**src/core/err_status_pkg.sv**
```systemverilog
package err_status_pkg;
   localparam logic [7:0] MEM_STATUS_ADDR   = 8'h03;
   localparam logic [7:0] LINK_STATUS_ADDR  = 8'h04;
   localparam logic [7:0] LOCK_ADDR         = 8'h10;
   localparam int         FOTP_BIT          = 7;
   localparam int         UOTP_BIT          = 6;
   localparam int         URW_BIT           = 5;
   localparam int         WBUSY_BIT         = 4;
   localparam int         TEMP_BIT          = 2;
   localparam int         MISO_BIT          = 7;
   localparam int         LOCK_BIT          = 7;
   localparam int         CODE_W            = 8;
   localparam logic [7:0] STATUS_RESET      = 8'h00;
   localparam logic [CODE_W-1:0] CODE_RESET = 8'h00;
endpackage : err_status_pkg

```
**src/core/memory_and_link_error_status.sv**
```systemverilog
`timescale 1ns/100ps
module memory_and_link_error_status
   import err_status_pkg::*;
(
   input  wire logic              clk_i,
   input  wire logic              rst_b_i,
   input  wire logic              spi_mode_i,
   input  wire logic              reg_rd_i,
   input  wire logic              reg_wr_i,
   input  wire logic [7:0]        reg_addr_i,
   input  wire logic [7:0]        reg_wdata_i,
   input  wire logic              frame_mem_err_sent_i,
   input  wire logic              frame_link_err_sent_i,
   input  wire logic              factory_otp_fault_i,
   input  wire logic              user_otp_fault_i,
   input  wire logic              otp_write_busy_i,
   input  wire logic              temperature_range_fault_i,
   input  wire logic              miso_readback_mismatch_i,
   input  wire logic [CODE_W-1:0] user_reg_code_i,
   output logic      [7:0]        reg_rdata_o,
   output logic                   init_complete_lock_o,
   output logic                   user_write_allowed_o,
   output logic                   memory_temperature_summary_flag_o,
   output logic                   communication_summary_flag_o
);
   logic rst_meta_reg;
   logic rst_sync_b;
   always_ff @(posedge clk_i or negedge rst_b_i) begin
      if (!rst_b_i) begin
         rst_meta_reg <= 1'b0;
         rst_sync_b   <= 1'b0;
      end else begin
         rst_meta_reg <= 1'b1;
         rst_sync_b   <= rst_meta_reg;
      end
   end

   wire rd_mem   = reg_rd_i && (reg_addr_i == MEM_STATUS_ADDR);
   wire rd_link  = reg_rd_i && (reg_addr_i == LINK_STATUS_ADDR);
   wire rd_lock  = reg_rd_i && (reg_addr_i == LOCK_ADDR);
   wire wr_lock  = reg_wr_i && (reg_addr_i == LOCK_ADDR);
   wire clr_mem  = rd_mem || frame_mem_err_sent_i;
   wire clr_link = rd_link || (spi_mode_i && frame_link_err_sent_i);

   logic lock_reg;
   always_ff @(posedge clk_i or negedge rst_sync_b) begin
      if (!rst_sync_b) begin
         lock_reg <= 1'b0;
      end else if (wr_lock && reg_wdata_i[LOCK_BIT]) begin
         lock_reg <= 1'b1;
      end
   end

   // reference code captured when the lock closes, then compared every cycle
   logic              lock_d_reg;
   logic [CODE_W-1:0] ref_code_reg;
   always_ff @(posedge clk_i or negedge rst_sync_b) begin
      if (!rst_sync_b) begin
         lock_d_reg   <= 1'b0;
         ref_code_reg <= CODE_RESET;
      end else begin
         lock_d_reg <= lock_reg;
         if (lock_reg && !lock_d_reg) begin
            ref_code_reg <= user_reg_code_i;
         end
      end
   end
   wire code_mismatch = lock_reg && lock_d_reg && (user_reg_code_i != ref_code_reg);

   logic [4:0] set_vec;
   logic [4:0] flag_vec;
   assign set_vec = {factory_otp_fault_i, user_otp_fault_i, code_mismatch,
                     temperature_range_fault_i, spi_mode_i && miso_readback_mismatch_i};
   genvar g;
   generate
      for (g = 0; g < 5; g++) begin : g_flag
         sticky_flag u_flag (
            .clk_i  (clk_i),
            .rst_b_i(rst_sync_b),
            .set_i  (set_vec[g]),
            .clr_i  ((g == 0) ? clr_link : clr_mem),
            .flag_o (flag_vec[g])
         );
      end
   endgenerate
   wire fotp = flag_vec[4];
   wire uotp = flag_vec[3];
   wire urw  = flag_vec[2];
   wire temp = flag_vec[1];
   wire miso = flag_vec[0];

   logic busy_reg;
   always_ff @(posedge clk_i or negedge rst_sync_b) begin
      if (!rst_sync_b) begin
         busy_reg <= 1'b0;
      end else begin
         busy_reg <= otp_write_busy_i;
      end
   end

   logic [7:0] mem_word;
   logic [7:0] link_word;
   always_comb begin
      mem_word            = STATUS_RESET;
      mem_word[FOTP_BIT]  = fotp;
      mem_word[UOTP_BIT]  = uotp;
      mem_word[URW_BIT]   = urw;
      mem_word[WBUSY_BIT] = busy_reg;
      mem_word[TEMP_BIT]  = temp;
      link_word           = STATUS_RESET;
      link_word[MISO_BIT] = miso;
   end

   logic [7:0] rdata_next;
   assign rdata_next = rd_mem  ? mem_word :
                       rd_link ? link_word :
                       rd_lock ? {lock_reg, 7'h00} : STATUS_RESET;
   always_ff @(posedge clk_i or negedge rst_sync_b) begin
      if (!rst_sync_b) begin
         reg_rdata_o <= STATUS_RESET;
      end else if (reg_rd_i) begin
         reg_rdata_o <= rdata_next;
      end
   end

   assign init_complete_lock_o = lock_reg;
   assign user_write_allowed_o = !lock_reg;
   assign memory_temperature_summary_flag_o = fotp | uotp | urw | busy_reg | temp;
   assign communication_summary_flag_o = miso;

   property p_fotp_set;
      @(posedge clk_i) disable iff (!rst_sync_b)
      factory_otp_fault_i |=> fotp;
   endproperty
   a_fotp_set: assert property (p_fotp_set) else $error("factory fault not flagged");
   property p_uotp_set;
      @(posedge clk_i) disable iff (!rst_sync_b)
      user_otp_fault_i |=> mem_word[UOTP_BIT];
   endproperty
   a_uotp_set: assert property (p_uotp_set) else $error("user otp fault not flagged");
   property p_urw;
      @(posedge clk_i) disable iff (!rst_sync_b)
      (!lock_reg && !clr_mem) |=> (urw == $past(urw));
   endproperty
   a_urw: assert property (p_urw) else $error("integrity flag moved while unlocked");
   property p_busy;
      @(posedge clk_i) disable iff (!rst_sync_b)
      otp_write_busy_i |=> mem_word[WBUSY_BIT] ##1 ($past(otp_write_busy_i) == busy_reg);
   endproperty
   a_busy: assert property (p_busy) else $error("busy flag does not follow write");
   property p_temp;
      @(posedge clk_i) disable iff (!rst_sync_b)
      temperature_range_fault_i |=> mem_word[TEMP_BIT];
   endproperty
   a_temp: assert property (p_temp) else $error("temperature fault not flagged");
   property p_clr_mem;
      @(posedge clk_i) disable iff (!rst_sync_b)
      (rd_mem && !factory_otp_fault_i) |=> !fotp;
   endproperty
   a_clr_mem: assert property (p_clr_mem) else $error("memory read did not clear");
   property p_miso;
      @(posedge clk_i) disable iff (!rst_sync_b)
      (spi_mode_i && miso_readback_mismatch_i) |=> link_word[MISO_BIT];
   endproperty
   a_miso: assert property (p_miso) else $error("mismatch not flagged");
   property p_clr_link;
      @(posedge clk_i) disable iff (!rst_sync_b)
      (rd_link && !miso_readback_mismatch_i) |=> !miso;
   endproperty
   a_clr_link: assert property (p_clr_link) else $error("link read did not clear");
   property p_sum;
      @(posedge clk_i) disable iff (!rst_sync_b)
      memory_temperature_summary_flag_o == (mem_word != STATUS_RESET);
   endproperty
   a_sum: assert property (p_sum) else $error("summary flag wrong");
   property p_comm;
      @(posedge clk_i) disable iff (!rst_sync_b)
      communication_summary_flag_o == link_word[MISO_BIT];
   endproperty
   a_comm: assert property (p_comm) else $error("comm summary wrong");
   property p_lock;
      @(posedge clk_i) disable iff (!rst_sync_b)
      lock_reg |=> lock_reg && !user_write_allowed_o;
   endproperty
   a_lock: assert property (p_lock) else $error("lock dropped");
   property p_rsv;
      @(posedge clk_i) disable iff (!rst_sync_b)
      rd_link |=> (reg_rdata_o[6:0] == 7'h00);
   endproperty
   a_rsv: assert property (p_rsv) else $error("reserved bits nonzero");
   // reserved memory bits, so a stray field can not leak into bits 3, 1 or 0
   property p_rsv_mem;
      @(posedge clk_i) disable iff (!rst_sync_b)
      rd_mem |=> (reg_rdata_o[3] == 1'b0) && (reg_rdata_o[1:0] == 2'b00);
   endproperty
   a_rsv_mem: assert property (p_rsv_mem) else $error("reserved memory bits nonzero");
   property p_lock_read;
      @(posedge clk_i) disable iff (!rst_sync_b)
      rd_lock |=> (reg_rdata_o[LOCK_BIT] == $past(lock_reg)) && (reg_rdata_o[6:0] == 7'h00);
   endproperty
   a_lock_read: assert property (p_lock_read) else $error("lock readback wrong");
   property p_urw_set;
      @(posedge clk_i) disable iff (!rst_sync_b)
      code_mismatch |=> urw;
   endproperty
   a_urw_set: assert property (p_urw_set) else $error("integrity mismatch not flagged");
   property p_clr_frame;
      @(posedge clk_i) disable iff (!rst_sync_b)
      (frame_mem_err_sent_i && !user_otp_fault_i) |=> !uotp;
   endproperty
   a_clr_frame: assert property (p_clr_frame) else $error("frame did not clear");
   // outside spi mode a status frame must not wipe the link flag
   property p_link_keep;
      @(posedge clk_i) disable iff (!rst_sync_b)
      (miso && !spi_mode_i && !rd_link) |=> miso;
   endproperty
   a_link_keep: assert property (p_link_keep) else $error("link flag lost");
   c_mem_clear: cover property (@(posedge clk_i) fotp ##1 rd_mem ##1 !fotp);
   c_lock: cover property (@(posedge clk_i) !lock_reg ##1 lock_reg);
   c_urw: cover property (@(posedge clk_i) code_mismatch ##1 urw);
   c_set_wins: cover property (@(posedge clk_i) (factory_otp_fault_i && clr_mem) ##1 fotp);
   c_link_clear: cover property (@(posedge clk_i) miso ##1 clr_link ##1 !miso);
endmodule : memory_and_link_error_status

```
**src/core/sticky_flag.sv**
```systemverilog
`timescale 1ns/100ps
module sticky_flag (
   input  wire logic clk_i,
   input  wire logic rst_b_i,
   input  wire logic set_i,
   input  wire logic clr_i,
   output logic      flag_o
);
   // set wins over a clear in the same cycle
   always_ff @(posedge clk_i or negedge rst_b_i) begin
      if (!rst_b_i) begin
         flag_o <= 1'b0;
      end else if (set_i) begin
         flag_o <= 1'b1;
      end else if (clr_i) begin
         flag_o <= 1'b0;
      end
   end
endmodule : sticky_flag

```
**config.mk**
```make
export PLATFORM = sky130hd
export DESIGN_NAME = memory_and_link_error_status
export DESIGN_NICKNAME = d
export VERILOG_FILES = /design/src/core/err_status_pkg.sv /design/src/core/memory_and_link_error_status.sv /design/src/core/sticky_flag.sv
export SDC_FILE = /design/constraint.sdc
export NUM_CORES = 1
export LEC_CHECK = 0
export ABC_AREA = 1
export BUFFER_PORTS_ARGS = -buffer_cell sky130_fd_sc_hd__buf_2
export CAP_MARGIN = 20
export CORE_AREA = 2 2 60 73
export CTS_CLUSTER_SIZE = 12
export DETAILED_ROUTE_END_ITERATION = 8
export DIE_AREA = 0 0 62 75
export PLACE_DENSITY = 0.54
export REMOVE_ABC_BUFFERS = 1
export SETUP_SLACK_MARGIN = 0.5
export SLEW_MARGIN = 0
export SYNTH_ARGS = -nofsm -noshare
export SYNTH_HDL_FRONTEND = slang
export SYNTH_SLANG_ARGS = --single-unit
```
**constraint.sdc**
```tcl
create_clock -name clk_i -period 1.1 [get_ports clk_i]
set_input_delay 0.22 -clock clk_i [delete_from_list [all_inputs] [get_ports clk_i]]
set_output_delay 0.22 -clock clk_i [all_outputs]
set_load 0.01 [all_outputs]
```
==> flow_summary.ini <==
[drt]
drt_iter0_markers = 16
final_antenna_net_count = 0
vias = 1021
viasPerCell = 4.08
drcViolationCount = 0
route.detailed.wl_per_inst_um = 9.93
wirelength_um = 2480
dr.pass1.iters = 2

[clock_network]
clk_path_buf_depth = 2
ctsRootBufferMaster = clkbuf_8
clock_sinks = 23
tritoncts = yes
numCtsBuffers = 3
clk_pin_slew_worst_paths_ns = 0.07
htreeDepth = 1
insertion_delay_ns = 0.26

[power]
powerDensity_nw_per_um2 = 945
intPower_mw = 1.28
power_switching_share = 0.237
clkPwrFrac = 0.303
pwr-share-comb = 0.160
pwr-share-seq = 0.537
p_sw_uw = 398
p_leak_nw = 0.948
p_total_mw = 1.68
vdd_drop_max_uv = 302

[yosys]
ys_seq_elements = 23
syn_inst = 135
avgSynthCellArea_um2 = 8.42
synth.area.top_cells = dfrtp_1 51%, nand2_1 14%, inv_1 6.9%
synth_cell_types = 19
syn_area_um2 = 1140
ys_warn_count = 0
synth_top_area_share = 0.507
synth_seq_area_share = 0.507
yosysTopAreaCell = dfrtp_1

[sta]
setup_viol = 6
layout_setup_ws_ns = -0.185
skew_ns = 0.00258
timing.fmax_mhz = 778
rsz0062_at_grt = true
tns_ns = -0.304
fin_crit_sh = 1.17
slew_violations = 0
period_minus_slack_ns = 1.29
whs_ns = 0.0630
hold_violations = 0

[worst_setup_path]
critPathKind = reg2out
cp.arrival_ns = 1.07
critPathCaptureType = output pin
crit_required_ns = 0.88
start_kind = flip-flop
cp_max_fo = 2

[run_status]
violations = negative setup slack
status = finished, violations left

[layout]
final_util = 0.454
final_area_um2 = 1780
n_antenna_cell = 0
drive_above_1_share = 0.510
synthToLayoutAreaGrowth_pct = 56.4
largest_reg_flops = 8
layout.cells.non_filler = 250
final_nets = 233

[die]
die_area_um2 = 4650
chipHeight_um = 75
io_pins = 48
initial_core_util = 0.291
die-width_um = 62
core_area_um2 = 3910
row_count = 25

[placement]
port_buffers = 37
placed_cell_area_um2 = 1410
place_congestion = 0.699
pre_cts_slack_ns = -0.0453
dp_cells = 231
hpwl_um = 1720

[worst_hold_path]
min_path_type = in2reg

[grt]
grt_max_degree = 22
grt_pass1_wl_um = 3770
track_usage = 0.112
grt_pass1_vias = 925
antenna_found_initial = 0
overflow = 0

[job]
cap_violations = 0
-- worst max-delay path, cell delays in order (launching register included) --
cell and delay [ns]:
dfrtp_1 0.39, nor3_2 0.19, nand3_1 0.09, buf_2 0.14
-- power groups by stage --
| stage | Clock [mW] | Sequential [mW] | Combinational, mW |
|---|---|---|---|
| 2_1_floorplan | 0 | 0.924 | 0.0946 |
| 3_3_place_gp | 0 | 0.915 | 0.195 |
| 3_5_place_dp | 0 | 0.915 | 0.197 |
| 4_1_cts | 0.530 | 0.900 | 0.241 |
| 5_1_grt | 0.570 | 0.905 | 0.303 |
| 6_report | 0.508 | 0.901 | 0.269 |
-- cells by family after synthesis --
logic type                synth area share
buffers and inverters                0.115
xor gates and xnor gates            0.0231
DFF                                  0.507
other                              0.00661
AOI/OAI and AO/OA                   0.0716
and+or+nand+nor                      0.238
muxes                               0.0396
-- routing by layer --
metal	wire [um]	GRT usage	part of all wire
met5	0	0	0
met4	55	0.0638	0.022
met3	92	0.0155	0.037
met2	1290	0.204	0.52
met1	1040	0.118	0.42
-- layout make-up --
type	count	area (um^2)
Clock buffer	4	45.0
Fill cell	404	2130
Inverter	22	82.6
Multi-Input combinational cell	87	541
Sequential cell	23	576
Tap cell	54	67.6
Timing Repair Buffer	60	465
-- timing repair --
item	4_1_cts	5_1_grt
buffers inserted	6	8
endpoints found under the hold margin	2	0
hold buffers	1	0
gates cloned	0	0
endpoints found under the setup margin	29	29
pin swaps	15	11
resized for setup	40	22
-- layout by cell type, fill, tap and decap left out, types with 4 or more instances in the layout --
| master | synthesis | routed |
|---|---|---|
| conb_1 | 2 | 4 |
| nand2_1 | 42 | 30 |
| nand2_4 | 0 | 4 |
| nand2_2 | 0 | 8 |
| buf_2 | 0 | 31 |
| buf_6 | 1 | 18 |
| nand3_1 | 11 | 8 |
| buf_4 | 3 | 7 |
| nor2_1 | 9 | 5 |
| inv_1 | 21 | 16 |
| o21ai_2 | 5 | 7 |
| inv_2 | 1 | 6 |
| dfrtp_1 | 23 | 23 |
-- cell usage after synthesis --
cell type	count
mux2_4	3
dfrtp_1	23
inv_1	21
conb_1	2
nor2_1	9
or2_1	1
inv_2	1
o21ai_2	5
nand3_1	11
buf_6	1
xnor2_1	3
nand2_1	42
o21bai_1	3
clkbuf_8	1
nor3_1	1
nand4_1	1
and2_1	1
o21ai_0	3
buf_4	3
-- worst paths after layout --
| path | cells past startpoint | to | from | slack (ns) |
|---|---|---|---|---|
| hold / removal | 1 | busy_reg | otp_write_busy_i | 0.06 |
| max in group asynchronous | 1 | ref_code_reg[5] | rst_sync_b | 0.68 |
| min in group asynchronous | 1 | reg_rdata_o[2] | rst_sync_b | 0.21 |
| setup reg to reg | 3 | ref_code_reg[4] | init_complete_lock_o | -0.02 |
| setup / recovery | 3 | memory_temperature_summary_flag_o | g_flag[3].u_flag.flag_o | -0.19 |
| hold reg to reg | 1 | reg_rdata_o[2] | rst_sync_b | 0.21 |
No activity file was read; power rests on OpenSTA's default activity.
